--- src/lbx_pkg.sv ---
/*
 * Shared constants for the logic-and-branch execution block: opcode
 * patterns, field positions, quarter-cycle phases and reset values.
 * Assumes a single 125 MHz clock and 16-bit program words.
 */
package lbx_pkg;
    // =========================================================
    // opcode patterns
    localparam logic [7:0] LBX_OP_AND_LIT = 8'h0B;
    localparam logic [5:0] LBX_OP_AND_FILE = 6'h05;
    localparam logic [7:0] LBX_OP_BR_CARRY = 8'hE2;
    localparam logic [7:0] LBX_OP_BR_SIGN = 8'hE6;
    localparam logic [3:0] LBX_OP_BIT_CLR = 4'h9;
    // =========================================================
    // instruction fields
    localparam int LBX_DEST_BIT = 9;
    localparam int LBX_ACC_BIT = 8;
    localparam int LBX_BIDX_LSB = 9;
    // =========================================================
    // reset values and widths
    localparam logic [7:0] LBX_WREG_RST = 8'h00;
    localparam logic [20:0] LBX_PC_RST = 21'h000000;
    localparam logic [3:0] LBX_BANK_RST = 4'h0;
    localparam logic [1:0] LBX_Q1 = 2'h0;
    localparam logic [1:0] LBX_Q4 = 2'h3;

    typedef enum logic [1:0] {LBX_RUN, LBX_FLUSH} lbx_state_t;
    typedef enum logic [2:0] {LBX_I_NONE, LBX_I_ANDL, LBX_I_ANDF, LBX_I_BC, LBX_I_BN, LBX_I_BCLR} lbx_inst_t;
endpackage

--- src/lbx_exec.sv ---
/*
 * Execution core for AND-literal, AND-file, bit-clear and the carry and
 * sign relative branches, sequenced in four quarter-cycles.
 * Assumes program memory returns progData for progAddr the cycle after
 * instruction start, and the data file answers reads combinationally.
 */
module lbx_exec import lbx_pkg::*; (
    input wire logic sys_clk,
    input wire logic rstn,
    input wire logic [15:0] progData,
    input wire logic [7:0] fileRdData,
    input wire logic [3:0] bankSelIn,
    input wire logic bankSelLoad,
    input wire logic carryIn,
    input wire logic carryLoad,
    output logic [20:0] progAddr,
    output logic [11:0] fileAddr,
    output logic [7:0] fileWrData,
    output logic fileWrEn,
    output logic [7:0] wregOut,
    output logic signFlag,
    output logic zeroFlag,
    output logic carryFlag,
    output logic [1:0] qPhase,
    output logic flushing
);
    // =========================================================
    // state
    logic [1:0] q_reg;
    logic [20:0] pc_reg, pc_next;
    logic [15:0] ir_reg;
    logic [7:0] w_reg, w_next;
    logic n_reg, n_next, z_reg, z_next, c_reg;
    logic [3:0] bank_reg;
    logic [7:0] fwd_reg, fwd_next;
    logic fwe_reg, fwe_next;
    lbx_state_t st_reg, st_next;
    lbx_inst_t kind;
    logic [11:0] dataAddr;

    lbx_decode u_dec (
        .instr(ir_reg),
        .kind(kind)
    );

    lbx_addr u_addr (
        .fileAddr(ir_reg[7:0]),
        .accBit(ir_reg[LBX_ACC_BIT]),
        .bankSel(bank_reg),
        .addr(dataAddr)
    );

    // =========================================================
    // datapath decode, continuous
    wire q4 = (q_reg == LBX_Q4);
    wire running = (st_reg == LBX_RUN);
    wire [7:0] andLit = w_reg & ir_reg[7:0];
    wire [7:0] andFile = w_reg & fileRdData;
    wire [7:0] bitMask = 8'h01 << ir_reg[LBX_BIDX_LSB +: 3];
    wire [7:0] clrVal = fileRdData & ~bitMask;
    wire [20:0] brOffset = {{12{ir_reg[7]}}, ir_reg[7:0], 1'b0};
    wire [20:0] brTarget = pc_reg + brOffset;
    wire takeBr = (kind == LBX_I_BC && c_reg) || (kind == LBX_I_BN && n_reg);
    wire destFile = ir_reg[LBX_DEST_BIT];

    // next-state logic evaluated for the Q4 write-back
    always_comb begin
        w_next = w_reg;
        n_next = n_reg;
        z_next = z_reg;
        fwd_next = fwd_reg;
        fwe_next = 1'b0;
        pc_next = pc_reg + 21'h000002;
        st_next = LBX_RUN;
        if (running) begin
            case (kind)
                LBX_I_ANDL: begin
                    w_next = andLit;
                    n_next = andLit[7];
                    z_next = (andLit == 8'h00);
                end
                LBX_I_ANDF: begin
                    n_next = andFile[7];
                    z_next = (andFile == 8'h00);
                    if (destFile) begin
                        fwd_next = andFile;
                        fwe_next = 1'b1;
                    end else begin
                        w_next = andFile;
                    end
                end
                LBX_I_BCLR: begin
                    fwd_next = clrVal;
                    fwe_next = 1'b1;
                end
                LBX_I_BC, LBX_I_BN: begin
                    if (takeBr) begin
                        pc_next = brTarget;
                        st_next = LBX_FLUSH;
                    end
                end
                default: begin
                    w_next = w_reg;
                end
            endcase
        end else begin
            pc_next = pc_reg + 21'h000002;
        end
    end

    // quarter-cycle counter; W, N, Z, the pc and the instruction register change only at Q4
    always_ff @(posedge sys_clk or negedge rstn) begin
        if (!rstn) begin
            q_reg <= LBX_Q1;
        end else begin
            q_reg <= q_reg + 2'h1;
        end
    end

    // architectural state; the flush cycle discards the fetched word
    always_ff @(posedge sys_clk or negedge rstn) begin
        if (!rstn) begin
            pc_reg <= LBX_PC_RST;
            ir_reg <= 16'h0000;
            w_reg <= LBX_WREG_RST;
            n_reg <= 1'b0;
            z_reg <= 1'b0;
            st_reg <= LBX_RUN;
            fwd_reg <= 8'h00;
            fwe_reg <= 1'b0;
        end else begin
            fwe_reg <= 1'b0;
            if (q4) begin
                pc_reg <= pc_next;
                w_reg <= w_next;
                n_reg <= n_next;
                z_reg <= z_next;
                st_reg <= st_next;
                fwd_reg <= fwd_next;
                fwe_reg <= fwe_next;
                // a taken branch loads a nop word so the next cycle does nothing
                ir_reg <= (st_next == LBX_FLUSH) ? 16'h0000 : progData;
            end
        end
    end

    // carry and bank-select are owned elsewhere; loads take effect in any quarter
    always_ff @(posedge sys_clk or negedge rstn) begin
        if (!rstn) begin
            c_reg <= 1'b0;
            bank_reg <= LBX_BANK_RST;
        end else begin
            if (carryLoad) begin
                c_reg <= carryIn;
            end
            if (bankSelLoad) begin
                bank_reg <= bankSelIn;
            end
        end
    end

    // address is the decoded file address, registered; in the cycle after Q4 it still
    // holds the address of the instruction just retired, which is the write address
    logic [11:0] fileAddr_reg;
    always_ff @(posedge sys_clk or negedge rstn) begin
        if (!rstn) begin
            fileAddr_reg <= 12'h000;
        end else begin
            fileAddr_reg <= dataAddr;
        end
    end

    // =========================================================
    // outputs, all straight from flops except flushing, decoded from st_reg
    assign progAddr = pc_reg;
    assign fileAddr = fileAddr_reg;
    assign fileWrData = fwd_reg;
    assign fileWrEn = fwe_reg;
    assign wregOut = w_reg;
    assign signFlag = n_reg;
    assign zeroFlag = z_reg;
    assign carryFlag = c_reg;
    assign qPhase = q_reg;
    assign flushing = (st_reg == LBX_FLUSH);

    // =========================================================
    // checks
    chk_andl_result: assert property (@(posedge sys_clk) disable iff (!rstn)
        (q4 && running && kind == LBX_I_ANDL) |=> (w_reg == ($past(w_reg) & $past(ir_reg[7:0]))))
        else $error("and-literal result wrong");
    chk_andl_decode: assert property (@(posedge sys_clk) disable iff (!rstn)
        (ir_reg[15:8] == 8'h0B) |-> (kind == LBX_I_ANDL))
        else $error("and-literal not decoded");
    chk_andf_dest: assert property (@(posedge sys_clk) disable iff (!rstn)
        (q4 && running && kind == LBX_I_ANDF && destFile) |=> (fileWrEn && w_reg == $past(w_reg)))
        else $error("and-file destination wrong");
    chk_shared_bank: assert property (@(posedge sys_clk) disable iff (!rstn)
        (!ir_reg[LBX_ACC_BIT] && !ir_reg[7]) |-> (dataAddr[11:8] == 4'h0))
        else $error("shared bank address wrong");
    chk_andf_decode: assert property (@(posedge sys_clk) disable iff (!rstn)
        (ir_reg[15:10] == 6'h05) |-> (kind == LBX_I_ANDF))
        else $error("and-file not decoded");
    chk_bc_notaken: assert property (@(posedge sys_clk) disable iff (!rstn)
        (q4 && running && kind == LBX_I_BC && !c_reg) |=> (pc_reg == $past(pc_reg) + 21'h000002))
        else $error("branch taken without carry");
    chk_br_target: assert property (@(posedge sys_clk) disable iff (!rstn)
        (q4 && running && takeBr) |=>
        (pc_reg == $past(pc_reg) + {{12{$past(ir_reg[7])}}, $past(ir_reg[7:0]), 1'b0}))
        else $error("branch target wrong");
    chk_flush_len: assert property (@(posedge sys_clk) disable iff (!rstn)
        (q4 && running && takeBr) |=> flushing [*4] ##1 !flushing)
        else $error("flush cycle length wrong");
    chk_bclr_bit: assert property (@(posedge sys_clk) disable iff (!rstn)
        (q4 && running && kind == LBX_I_BCLR) |=> (fileWrEn && fileWrData[$past(ir_reg[11:9])] == 1'b0))
        else $error("bit clear left bit set");
    chk_flags_kept: assert property (@(posedge sys_clk) disable iff (!rstn)
        (q4 && (kind == LBX_I_BCLR || kind == LBX_I_BC || kind == LBX_I_BN)) |=> $stable(n_reg) && $stable(z_reg))
        else $error("flags changed");
    cov_br_taken: cover property (@(posedge sys_clk) disable iff (!rstn) q4 && running && takeBr);
    cov_andf_w: cover property (@(posedge sys_clk) disable iff (!rstn) q4 && kind == LBX_I_ANDF && !destFile);
    cov_bclr: cover property (@(posedge sys_clk) disable iff (!rstn) q4 && running && kind == LBX_I_BCLR);
    cov_br_untaken: cover property (@(posedge sys_clk) disable iff (!rstn) q4 && running && kind == LBX_I_BC && !c_reg);
    // extra decode, bank, and-file and branch checks; decoding is cheap to break when opcodes are added
    chk_bc_decode: assert property (@(posedge sys_clk) disable iff (!rstn)
        (ir_reg[15:8] == 8'hE2) |-> (kind == LBX_I_BC))
        else $error("branch-on-carry not decoded");
    chk_bn_decode: assert property (@(posedge sys_clk) disable iff (!rstn)
        (ir_reg[15:8] == 8'hE6) |-> (kind == LBX_I_BN))
        else $error("branch-on-sign not decoded");
    chk_bclr_decode: assert property (@(posedge sys_clk) disable iff (!rstn)
        (ir_reg[15:12] == 4'h9) |-> (kind == LBX_I_BCLR))
        else $error("bit-clear not decoded");
    chk_bank_select: assert property (@(posedge sys_clk) disable iff (!rstn)
        ir_reg[LBX_ACC_BIT] |-> (dataAddr == {bank_reg, ir_reg[7:0]}))
        else $error("bank-select address wrong");
    chk_andf_wdest: assert property (@(posedge sys_clk) disable iff (!rstn)
        (q4 && running && kind == LBX_I_ANDF && !destFile) |=>
        (!fileWrEn && w_reg == ($past(w_reg) & $past(fileRdData))))
        else $error("and-file to W wrong");
    chk_bn_notaken: assert property (@(posedge sys_clk) disable iff (!rstn)
        (q4 && running && kind == LBX_I_BN && !n_reg) |=> (pc_reg == $past(pc_reg) + 21'h000002))
        else $error("branch taken without sign");
endmodule // lbx_exec

--- src/lbx_decode.sv ---
/*
 * Combinational decoder for the instruction group.
 * Assumes the fetched word is stable during the instruction cycle.
 */
module lbx_decode import lbx_pkg::*; (
    input wire logic [15:0] instr,
    output lbx_inst_t kind
);
    // =========================================================
    // pattern match on upper bits
    wire isAndL = (instr[15:8] == LBX_OP_AND_LIT);
    wire isAndF = (instr[15:10] == LBX_OP_AND_FILE);
    wire isBc = (instr[15:8] == LBX_OP_BR_CARRY);
    wire isBn = (instr[15:8] == LBX_OP_BR_SIGN);
    wire isBclr = (instr[15:12] == LBX_OP_BIT_CLR);
    assign kind = isAndL ? LBX_I_ANDL : isAndF ? LBX_I_ANDF : isBc ? LBX_I_BC :
                  isBn ? LBX_I_BN : isBclr ? LBX_I_BCLR : LBX_I_NONE;
endmodule // lbx_decode

--- src/lbx_addr.sv ---
/*
 * Data-memory address former: shared low bank or bank-select register.
 * Assumes access-bank lower half maps to 0x000..0x07F, upper to 0xF80..0xFFF.
 */
module lbx_addr import lbx_pkg::*; (
    input wire logic [7:0] fileAddr,
    input wire logic accBit,
    input wire logic [3:0] bankSel,
    output logic [11:0] addr
);
    // =========================================================
    // shared bank splits into low RAM and the top special-register page
    wire [11:0] sharedAddr = fileAddr[7] ? {4'hF, fileAddr} : {4'h0, fileAddr};
    assign addr = accBit ? {bankSel, fileAddr} : sharedAddr;
endmodule // lbx_addr

--- config.mk ---
export PLATFORM = sky130hd
export DESIGN_NAME = lbx_exec
export DESIGN_NICKNAME = d
export VERILOG_FILES = /design/src/lbx_pkg.sv /design/src/lbx_exec.sv /design/src/lbx_decode.sv /design/src/lbx_addr.sv
export SDC_FILE = /design/constraint.sdc
export NUM_CORES = 1
export LEC_CHECK = 0
export BUFFER_PORTS_ARGS = -buffer_cell sky130_fd_sc_hd__buf_2
export CAP_MARGIN = 15
export CORE_UTILIZATION = 60
export DETAILED_ROUTE_END_ITERATION = 8
export PLACE_DENSITY_LB_ADDON = 0.15
export REMOVE_ABC_BUFFERS = 1
export SYNTH_ARGS = -nofsm -noshare
export SYNTH_HDL_FRONTEND = slang
export SYNTH_SLANG_ARGS = --single-unit
--- constraint.sdc ---
create_clock -name sys_clk -period 3.5 [get_ports sys_clk]
set_input_delay 0.525 -clock sys_clk [delete_from_list [all_inputs] [get_ports sys_clk]]
set_output_delay 0.525 -clock sys_clk [all_outputs]
set_load 0.01 [all_outputs]
==> results.txt, run 1 <==
Status -> finished clean
Root Driver -> clkbuf_8
Detailed Place HPWL -> 7990 um
R2r endpoint -> progAddr[16]$_DFFE_PN0N_
Met1 Use GR -> 0.437
Synth top area share -> 0.419
Hold Buf Count CTS -> 0
Hold Crit Class -> primary input to asynchronous set/reset pin
CP Class -> flop to flop
IO Port Bufs -> 87
Critical Path RT -> 3.76 ns
Busiest grt layer -> met2
Commonest cells after routing, fill and taps aside -> 86 x buf_2, 75 x dfrtp_1, 55 x nand2_1
Cells along the critical path -> ha_1 > nand2_1 > nor2_1 > a211oi_1 > a21o_1 > a21oi_1 > o31a_1 > o31ai_1
Crit path capture type -> flop
Clk pin slew, worst setup/hold paths -> 0.09 ns
Die Ht -> 88.4 um
Fin crit share -> 0.773
Setup tns final -> 0 ns
Comb pwr share -> 0.207
Later-pin clock latency in the skew report -> 0.35 ns
Rows -> 31
Number of buffers created by CTS -> 9
Switch Pwr -> 0.711 mW
Overall die width -> 88.4 um
Final setup violation count -> 0
Fin cells -> 677
Ranking of synthesized cells by area -> dfrtp_1 42%, ha_1 5.9%, nand2_1 4.6%
Largest register FFs -> 20
Setup repair bufs after CTS -> 0
Clock Sinks -> 75
CTS tree -> built
Netlist cell types -> 64
Final antenna-violating net count -> 0
Pwr Density -> 438 mW/mm2
Final net count -> 628
Global Route Usage Sum -> 0.303
Async SR Flop Fraction -> 1.00
Post-route total power -> 2.28 mW
Fill count -> 590
Final WS setup -> 0.793 ns
Flop pwr share -> 0.450
Placer Congestion -> 0.901
Avg Synthesized Cell Area -> 9.13 um2
Netlist Area Pre-Place -> 0.00448 mm2
First-pass GRT wire length -> 18200 um
Max frequency -> 369 MHz
Share of layout cells above drive strength 1 -> 0.220
Peak VDD IR -> 0.000221 V
Critical path origin -> ir_reg[7]$_DFFE_PN0N_
RSZ-0062 raised after global routing -> false
Post-synth top area cell -> dfrtp_1
Starting Density -> 0.618
MaxCap Viol Count -> 0
Final Slew Violations -> 0
DRC viols -> 0
Net Sw Frac -> 0.312
DR pass1 iterations -> 5
Clock power share -> 0.343
Vias -> 4201
Via density -> 6.21
Min Hold Slack -> 0.309 ns
Arr. time, crit path -> 2.97 ns
Ant. Diodes -> 0
Flop-to-flop setup slack -> 0.79 ns
Met3 usage -> 0.0522
Yosys warns -> 0
H-tree levels -> 3
Most common cell after layout, fill and taps aside -> buf_2
Relative slew slack -> 0.367
Internal Pwr Total -> 1.57 mW
Pre-CTS WS -> 0.841 ns
Drt first-iter violations -> 320
Critical path fanouts, max -> 19
Met2 GRT Util -> 0.459
Slowest CP cell -> dfrtp_1
Die ar. -> 0.00782 mm2
Final core utilization -> 0.719
Clock buffer depth -> 2
Reg2reg start -> ir_reg[7]$_DFFE_PN0N_
Slew @ Worst Pin -> 0.949 ns
Kind of start point of the critical path -> flop
I/O pin count -> 89
Seq/Total Area, Yosys -> 0.419
GRT overflow -> 0
CTS resizes -> 0
Vias in the first global route -> 3702
DR WL/cell -> 16.8 um
Final hold viol count -> 0
Crit path largest cell delay -> 0.85 ns
Worst setup endpoint -> progAddr[16]$_DFFE_PN0N_
Final wirelength -> 11400 um
Setup Skew -> 0.0110 ns
Tmin final -> 2.71 ns
Antenna violations before repair -> 0
Seq cells post-synth -> 75
Number of flops mapped to enable cells by yosys -> 0
Largest net degree at the start of global routing -> 76
Worst reg-to-reg path cell count -> 8
Placed Instance Area -> 0.00498 mm2
Lkg Pwr -> 2.46 nW
Core area -> 0.00725 mm2
Synth Instances -> 491
Post-synth top flop -> dfrtp_1
Synth-to-Final Area Change -> 16.3%
Final instance area -> 0.00521 mm2
Number of placed cells counting well taps -> 661
[per-layer routing]
| layer | vias to the layer above | wire length (um) |
|---|---|---|
| li1 | 1996 | - |
| met2 | 175 | 5150 |
| met3 | 20 | 797 |
| met1 | 2010 | 5160 |
| met4 | 0 | 262 |
| met5 | - | 0 |
[cells in the mapped netlist (all sizes together), types with 2 or more instances]
cell type  count
xnor2          8
a31oi          5
nor2          19
o31a           2
a221oi         2
mux2i          9
clkbuf         9
nand4         11
nor4           6
and4           2
o22ai          3
buf           10
ha            21
o21ai         51
inv           25
o2111ai        8
a21oi         37
and3           7
a211oi         2
a222oi         2
nor2b          3
o31ai          3
nand2b         5
xor2           7
nor3           7
nand3         39
dfrtp         75
o21a           3
a21boi        11
mux2           5
a22oi          5
nand2         57
a21o           8
and2           3
a22o           2
o211ai         5
[cell families (layout without fill, tap and decap cells)]
logic type	Yosys count	count (layout)	synth area share
and+or+nand+nor	164	164	0.190
AOI/OAI and AO/OA	156	156	0.224
DFF	75	75	0.419
buffers and inverters	44	131	0.0416
adders and majority gates	22	22	0.0631
xor gates and xnor gates	15	15	0.0293
muxes	14	14	0.0327
other	1	1	0.000836
[critical path, delay by kind of cell, from the launching register on]
family,cells,cell delay [ns]
compound gates,5,1.18
simple gates,2,0.16
flops,1,0.85
fa+ha+maj,1,0.43
[power by group through the flow]
stage | sequential [mW] | clock, mW | combinational [mW]
detailed placement | 1.04 | 0 | 0.466
global route | 1.04 | 0.830 | 0.535
global placement | 1.04 | 0 | 0.457
CTS | 1.02 | 0.794 | 0.473
floorplan | 1.05 | 0 | 0.286
finish | 1.03 | 0.782 | 0.473
[how the worst min path moves through the flow]
stage | from | endpoint | cells after the start
floorplan | rstn | bank_reg[0]$_DFFE_PN0P_ | 0
global placement | qPhase[0]$_DFF_PN0_ | qPhase[0]$_DFF_PN0_ | 1
detailed placement | qPhase[0]$_DFF_PN0_ | qPhase[0]$_DFF_PN0_ | 1
CTS | rstn | progAddr[3]$_DFFE_PN0N_ | 1
global route | rstn | progAddr[3]$_DFFE_PN0N_ | 1
finish | rstn | fileAddr[2]$_DFF_PN0_ | 1
[cell type report]
| class | instances | area (um2) | share of cell area |
|---|---|---|---|
| Sequential cell | 75 | 1880 | 0.360 |
| Timing Repair Buffer | 90 | 460 | 0.0883 |
| Inverter | 25 | 93.8 | 0.0180 |
| Clock buffer | 10 | 138 | 0.0264 |
| Tap cell | 99 | 124 | 0.0238 |
| Clock inverter | 6 | 97.6 | 0.0187 |
| Multi-Input combinational cell | 372 | 2420 | 0.465 |
Note: power is estimated with default switching activity, not from simulation.
==> inputs of run 2 (changes only) <==
ABC_AREA = 1   (was not set)
CORE_UTILIZATION = 51   (was 60)
clock period = 2.3 ns   (was 3.5 ns; I/O delays follow)
==> run 2 against run 1 <==
  * Final cell count grew 44%
  * Total power rose by 68%
  * Die area is 33% higher
  * Critical path type unchanged
==> results.txt, run 2 <==
Overall die width -> 102 um (was 88.4 um)
Number of placed cells counting well taps -> 955 (was 661)
Hold Crit Class -> primary input to flop (was primary input to asynchronous set/reset pin)
Switch Pwr -> 1.28 mW (was 0.711 mW)
Status -> finished clean (unchanged)
Lkg Pwr -> 3.14 nW (was 2.46 nW)
Post-synth top area cell -> dfrtp_1 (unchanged)
Clk pin slew, worst setup/hold paths -> 0.08 ns (was 0.09 ns)
Critical Path RT -> 2.56 ns (was 3.76 ns)
Tmin final -> 2.13 ns (was 2.71 ns)
Die ar. -> 0.0104 mm2 (was 0.00782 mm2)
Synth-to-Final Area Change -> 18.6% (was 16.3%)
Final Slew Violations -> 0 (unchanged)
Global Route Usage Sum -> 0.289 (was 0.303)
Crit path largest cell delay -> 0.41 ns (was 0.85 ns)
Max frequency -> 470 MHz (was 369 MHz)
Core area -> 0.00973 mm2 (was 0.00725 mm2)
Vias in the first global route -> 4696 (was 3702)
Largest register FFs -> 20 (unchanged)
Ranking of synthesized cells by area -> dfrtp_1 37%, nand2_1 18%, nand3_1 6.5% (was dfrtp_1 42%, ha_1 5.9%, nand2_1 4.6%)
Final wirelength -> 14200 um (was 11400 um)
DR WL/cell -> 14.6 um (was 16.8 um)
Commonest cells after routing, fill and taps aside -> 247 x nand2_1, 86 x buf_2, 78 x inv_1 (was 86 x buf_2, 75 x dfrtp_1, 55 x nand2_1)
Arr. time, crit path -> 2.39 ns (was 2.97 ns)
Most common cell after layout, fill and taps aside -> nand2_1 (was buf_2)
Final hold viol count -> 0 (unchanged)
Clock buffer depth -> 2 (unchanged)
MaxCap Viol Count -> 0 (unchanged)
Placer Congestion -> 0.907 (was 0.901)
Worst reg-to-reg path cell count -> 15 (was 8)
Starting Density -> 0.523 (was 0.618)
Cells along the critical path -> ha_2 > inv_1 > fa_1 > inv_1 > nand3_1 > nand3_1 > nand2_1 > nand2_2 > nand2_1 > nand2_1 > nand2_1 > nand3_1 > nand2_1 > nand2_1 > nand2_1 (was ha_1 > nand2_1 > nor2_1 > a211oi_1 > a21o_1 > a21oi_1 > o31a_1 > o31ai_1)
Number of flops mapped to enable cells by yosys -> 0 (unchanged)
GRT overflow -> 0 (unchanged)
Post-synth top flop -> dfrtp_1 (unchanged)
Crit path depth -> 15 (was 8)
Root Driver -> clkbuf_8 (unchanged)
Synth top cells by count -> 248 x nand2_1, 78 x inv_1, 75 x dfrtp_1 (was 75 x dfrtp_1, 55 x nand2_1, 39 x nand3_1)
Synth Instances -> 733 (was 491)
Rows -> 36 (was 31)
First-pass GRT wire length -> 22900 um (was 18200 um)
Most common cell in the synthesized netlist -> nand2_1 (was dfrtp_1)
Later-pin clock latency in the skew report -> 0.37 ns (was 0.35 ns)
Final net count -> 892 (was 628)
Largest net degree at the start of global routing -> 50 (was 76)
Setup Skew -> 0.0138 ns (was 0.0110 ns)
Yosys warns -> 0 (unchanged)
Drt first-iter violations -> 307 (was 320)
Crit-path leading delay family -> simple AND/OR/NAND/NOR gates (was compound AO/OA/AOI/OAI gates)
Flop pwr share -> 0.413 (was 0.450)
Share of layout cells above drive strength 1 -> 0.172 (was 0.220)
Antenna violations before repair -> 0 (unchanged)
Synth top area share -> 0.369 (was 0.419)
Pwr Density -> 635 mW/mm2 (was 438 mW/mm2)
Clock power share -> 0.325 (was 0.343)
Kind of start point of the critical path -> flop (unchanged)
Seq/Total Area, Yosys -> 0.369 (was 0.419)
Netlist Area Pre-Place -> 0.00509 mm2 (was 0.00448 mm2)
WHS Path Cells -> 3
Fin crit share -> 0.925 (was 0.773)
Die Ht -> 102 um (was 88.4 um)
Net Sw Frac -> 0.335 (was 0.312)
I/O pin count -> 89 (unchanged)
Detailed Place HPWL -> 10600 um (was 7990 um)
Async SR Flop Fraction -> 1.00 (unchanged)
Netlist cell types -> 42 (was 64)
Post-route total power -> 3.84 mW (was 2.28 mW)
Clock Sinks -> 75 (unchanged)
Peak VDD IR -> 0.000567 V (was 0.000221 V)
Fill count -> 943 (was 590)
Internal Pwr Total -> 2.55 mW (was 1.57 mW)
Comb pwr share -> 0.261 (was 0.207)
Via density -> 5.31 (was 6.21)
Final core utilization -> 0.620 (was 0.719)
Vias -> 5181 (was 4201)
Critical path fanouts, max -> 3 (was 19)
Slowest CP cell -> fa_1 (was dfrtp_1)
CP Class -> flop to flop (unchanged)
Number of buffers created by CTS -> 9 (unchanged)
Fin cells -> 975 (was 677)
DRC viols -> 0 (unchanged)
DR pass1 iterations -> 5 (unchanged)
CTS tree -> built (unchanged)
Slew @ Worst Pin -> 0.567 ns (was 0.949 ns)
Seq cells post-synth -> 75 (unchanged)
CP bufs+invs -> 2 (was 0)
Crit path capture type -> flop (unchanged)
Ant. Diodes -> 0 (unchanged)
Final antenna-violating net count -> 0 (unchanged)
H-tree levels -> 3 (unchanged)
RSZ-0062 raised after global routing -> false (unchanged)
Most frequent CP cell -> nand2_1
Relative slew slack -> 0.622 (was 0.367)
Avg Synthesized Cell Area -> 6.94 um2 (was 9.13 um2)
IO Port Bufs -> 87 (unchanged)
Final setup violation count -> 0 (unchanged)
[run 2: worst paths after layout]
path,startpoint,end,slack (ns)
max,progAddr[1]$_DFFE_PN0N_,progAddr[17]$_DFFE_PN0N_,0.17
min,bankSelIn[2],bank_reg[2]$_DFFE_PN0P_,0.19
max reg2reg,progAddr[1]$_DFFE_PN0N_,progAddr[17]$_DFFE_PN0N_,0.17
min reg2reg,qPhase[0]$_DFF_PN0_,qPhase[0]$_DFF_PN0_,0.45
max in group asynchronous,rstn,ir_reg[0]$_DFFE_PN0N_,1.18
min in group asynchronous,rstn,progAddr[2]$_DFFE_PN0N_,0.51
[run 2: layer usage]
metal / part of all wire / vias up / GRT usage
li1: - / 2590 / -
met1: 0.46 / 2383 / 0.408
met2: 0.45 / 183 / 0.442
met3: 0.064 / 25 / 0.0506
met4: 0.025 / 0 / 0.114
met5: 0 / - / 0
[run 2: cell families (layout without fill, tap and decap cells)]
kind of cell             count (synthesis)  in the layout  share of synthesized area
XOR/XNOR                                17             17                     0.0293
AND/OR/NAND/NOR                        415            415                      0.347
flip-flops                              75             75                      0.369
buffers and inverters                   98            207                     0.0801
adder cells (fa/ha/maj)                 22             22                     0.0556
other                                    1              1                   0.000737
AO/OA/AOI/OAI                          105            105                      0.118
[run 2: worst min-delay path, cell delays in order]
cell and delay [ns]:
buf_2 0.07, nand2_1 0.04, o21ai_0 0.06
[run 2: per-stage QoR]
| step | setup slack, ns | setup TNS, ns | cell area, um2 | hold WS [ns] |
|---|---|---|---|---|
| detailed placement | 0.0893 | 0 | 5760 | 0.368 |
| global placement | 0.109 | 0 | 5760 | 0.370 |
| finish | 0.173 | 0 | 6040 | 0.185 |
| global route | 0.00395 | 0 | 6040 | 0.168 |
| floorplan | -0.763 | -17.49 | 4990 | 0.0494 |
| CTS | 0.0818 | 0 | 6010 | 0.169 |
[run 2: what timing repair did]
item,in CTS,in global routing
hold buffers,1,0
endpoints found under the setup margin,0,11
buffers inserted,0,3
gates resized for setup,0,4
endpoints found under the hold margin,38,0
[run 2: area by class of cell]
class	count	area [um2]	share of cell area
tap	133	166	0.0276
clock inverter	6	113	0.0187
inverter	82	308	0.0510
sequential	75	1880	0.311
multi-input combinational	560	2810	0.466
clock buffer	10	128	0.0211
timing repair buffer	109	631	0.104
[run 2: power groups by stage]
stage               sequential [mW]  clock, mW  combinational [mW]
finish                         1.59       1.25                1.00
global route                   1.60       1.33                1.15
CTS                            1.59       1.27               0.995
detailed placement             1.61          0               0.991
global placement               1.61          0               0.971
floorplan                      1.63          0               0.617
==> inputs of run 3 (changes only) <==
CORE_MARGIN = 1.5   (was not set)
CORE_UTILIZATION = 53   (was 51)
CTS_BUF_LIST = sky130_fd_sc_hd__clkbuf_8   (was not set)
==> run 3 against run 2 <==
  * Combinational power about the same
  * Total power shrank 5.1%
  * Design area fell by 1.0%
  * Via count is essentially flat
==> results.txt, run 3 (same netlist as run 2, synthesis figures left out) <==
Status -> finished clean (unchanged)
Cells along the critical path -> ha_2 > inv_1 > fa_1 > inv_2 > nand3_1 > nand3_1 > nand2_1 > nand2_1 > nand2_1 > nand2_1 > nand2_1 > nand3_1 > nand2_1 > nand2_1 > nand2_1 (was ha_2 > inv_1 > fa_1 > inv_1 > nand3_1 > nand3_1 > nand2_1 > nand2_2 > nand2_1 > nand2_1 > nand2_1 > nand3_1 > nand2_1 > nand2_1 > nand2_1)
Drt first-iter violations -> 333 (was 307)
Placed Instance Area -> 0.00574 mm2 (was 0.00576 mm2)
Comb pwr share -> 0.276 (was 0.261)
Clock Sinks -> 75 (unchanged)
Largest register FFs -> 20 (unchanged)
Hold Crit Class -> primary input to flop (unchanged)
Pwr Density -> 609 mW/mm2 (was 635 mW/mm2)
I/O pin count -> 89 (unchanged)
IO Port Bufs -> 87 (unchanged)
H-tree levels -> 3 (unchanged)
Root Driver -> clkbuf_8 (unchanged)
Share of layout cells above drive strength 1 -> 0.172 (unchanged)
Kind of start point of the critical path -> flop (unchanged)
Later-pin clock latency in the skew report -> 0.36 ns (was 0.37 ns)
Final net count -> 892 (unchanged)
Clock power share -> 0.287 (was 0.325)
Fin cells -> 971 (was 975)
Core area -> 0.00928 mm2 (was 0.00973 mm2)
Critical path fanouts, max -> 4 (was 3)
Crit path capture type -> flop (unchanged)
Number of placed cells counting well taps -> 952 (was 955)
Slowest CP cell -> dfrtp_1 (was fa_1)
Commonest cells after routing, fill and taps aside -> 248 x nand2_1, 86 x buf_2, 77 x inv_1 (was 247 x nand2_1, 86 x buf_2, 78 x inv_1)
Final core utilization -> 0.644 (was 0.620)
Tmin final -> 2.12 ns (was 2.13 ns)
Net Sw Frac -> 0.359 (was 0.335)
Switch Pwr -> 1.30 mW (was 1.28 mW)
Overall die width -> 101 um (was 102 um)
CP Class -> flop to flop (unchanged)
Rows -> 35 (was 36)
Ant. Diodes -> 0 (unchanged)
Post-route total power -> 3.64 mW (was 3.84 mW)
Final wirelength -> 14000 um (was 14200 um)
Peak VDD IR -> 0.000365 V (was 0.000567 V)
Crit-path leading delay family -> simple AND/OR/NAND/NOR gates (unchanged)
Flop-to-flop setup slack -> 0.18 ns (was 0.17 ns)
Setup Skew -> 0.0134 ns (was 0.0138 ns)
Final Slew Violations -> 0 (unchanged)
Die Ht -> 101 um (was 102 um)
Arr. time, crit path -> 2.37 ns (was 2.39 ns)
Via density -> 5.34 (was 5.31)
Final hold viol count -> 0 (unchanged)
Setup tns final -> 0 ns (unchanged)
Clk pin slew, worst setup/hold paths -> 0.09 ns (was 0.08 ns)
Clock buffer depth -> 2 (unchanged)
DR WL/cell -> 14.5 um (was 14.6 um)
First-pass GRT wire length -> 22700 um (was 22900 um)
Global Route Usage Sum -> 0.286 (was 0.289)
Most common cell after layout, fill and taps aside -> nand2_1 (unchanged)
Vias in the first global route -> 4858 (was 4696)
Most frequent CP cell -> nand2_1 (unchanged)
Starting Density -> 0.548 (was 0.523)
CTS tree -> built (unchanged)
Vias -> 5183 (was 5181)
Synth-to-Final Area Change -> 17.4% (was 18.6%)
Final setup violation count -> 0 (unchanged)
Internal Pwr Total -> 2.33 mW (was 2.55 mW)
Detailed Place HPWL -> 10700 um (was 10600 um)
DR pass1 iterations -> 6 (was 5)
CP bufs+invs -> 2 (unchanged)
Final instance area -> 0.00598 mm2 (was 0.00604 mm2)
Fin crit share -> 0.923 (was 0.925)
Number of buffers created by CTS -> 9 (unchanged)
Fill count -> 865 (was 943)
MaxCap Viol Count -> 0 (unchanged)
Antenna violations before repair -> 0 (unchanged)
Crit path largest cell delay -> 0.43 ns (was 0.41 ns)
Placer Congestion -> 0.924 (was 0.907)
Flop pwr share -> 0.437 (was 0.413)
Max frequency -> 471 MHz (was 470 MHz)
Final antenna-violating net count -> 0 (unchanged)
Relative slew slack -> 0.612 (was 0.622)
Die ar. -> 0.0102 mm2 (was 0.0104 mm2)
RSZ-0062 raised after global routing -> false (unchanged)
DRC viols -> 0 (unchanged)
Slew @ Worst Pin -> 0.581 ns (was 0.567 ns)
Critical Path RT -> 2.55 ns (was 2.56 ns)
GRT overflow -> 0 (unchanged)
Lkg Pwr -> 3.11 nW (was 3.14 nW)
Largest net degree at the start of global routing -> 50 (unchanged)
## run 3: worst register-to-register path, stage by stage, from the launching register on
cell,delay (ns)
dfrtp_1,0.43
ha_2,0.23
inv_1,0.06
fa_1,0.41
inv_2,0.09
nand3_1,0.07
nand3_1,0.11
nand2_1,0.06
nand2_1,0.12
nand2_1,0.10
nand2_1,0.07
nand2_1,0.04
nand3_1,0.07
nand2_1,0.05
nand2_1,0.05
nand2_1,0.04
## run 3: layout make-up
class	instances	area [um2]	area share
clock buffers	9	124	0.0207
inverters	82	308	0.0515
clock inverters	7	76.3	0.0128
repair buffers	109	618	0.103
well taps	129	161	0.0270
multi-input cells	560	2810	0.470
flip-flops and latches	75	1880	0.314
## run 3: what timing repair did
action / in CTS / in global routing
hold buffers: 1 / 0
hold endpoints to repair: 34 / 0
buffers inserted: 0 / 2
gates resized for setup: 0 / 4
endpoints found under the setup margin: 0 / 8
## run 3: through the flow
step | worst slack [ns] | hold WS, ns
2_1_floorplan | -0.763 | 0.0494
3_3_place_gp | 0.186 | 0.328
3_5_place_dp | 0.161 | 0.337
4_1_cts | 0.140 | 0.171
5_1_grt | 0.00624 | 0.195
6_report | 0.177 | 0.183
## run 3: power groups by stage
stage	Combinational [mW]	Sequential, mW	Clock (mW)
4_1_cts	0.994	1.58	1.07
2_1_floorplan	0.617	1.63	0
3_3_place_gp	0.973	1.60	0
5_1_grt	1.13	1.60	1.11
3_5_place_dp	0.989	1.61	0
6_report	1.00	1.59	1.05
## run 3: routing by layer
metal | routed length (um) | vias to the layer above | track usage
li1 | - | 2589 | -
met1 | 6310 | 2374 | 0.378
met2 | 6520 | 197 | 0.479
met3 | 957 | 23 | 0.0596
met4 | 250 | 0 | 0.0748
met5 | 0 | - | 0
## run 3: final timing paths
kind	start	endpoint	depth (start not counted)
worst max-delay path	ir_reg[0]$_DFFE_PN0N_	progAddr[17]$_DFFE_PN0N_	15
worst min-delay path	carryLoad	carryFlag$_DFFE_PN0P_	2
worst max register to register	ir_reg[0]$_DFFE_PN0N_	progAddr[17]$_DFFE_PN0N_	15
worst min register to register	qPhase[0]$_DFF_PN0_	qPhase[0]$_DFF_PN0_	1
max in group asynchronous	rstn	progAddr[6]$_DFFE_PN0N_	3
min in group asynchronous	rstn	wregOut[7]$_DFFE_PN0P_	2
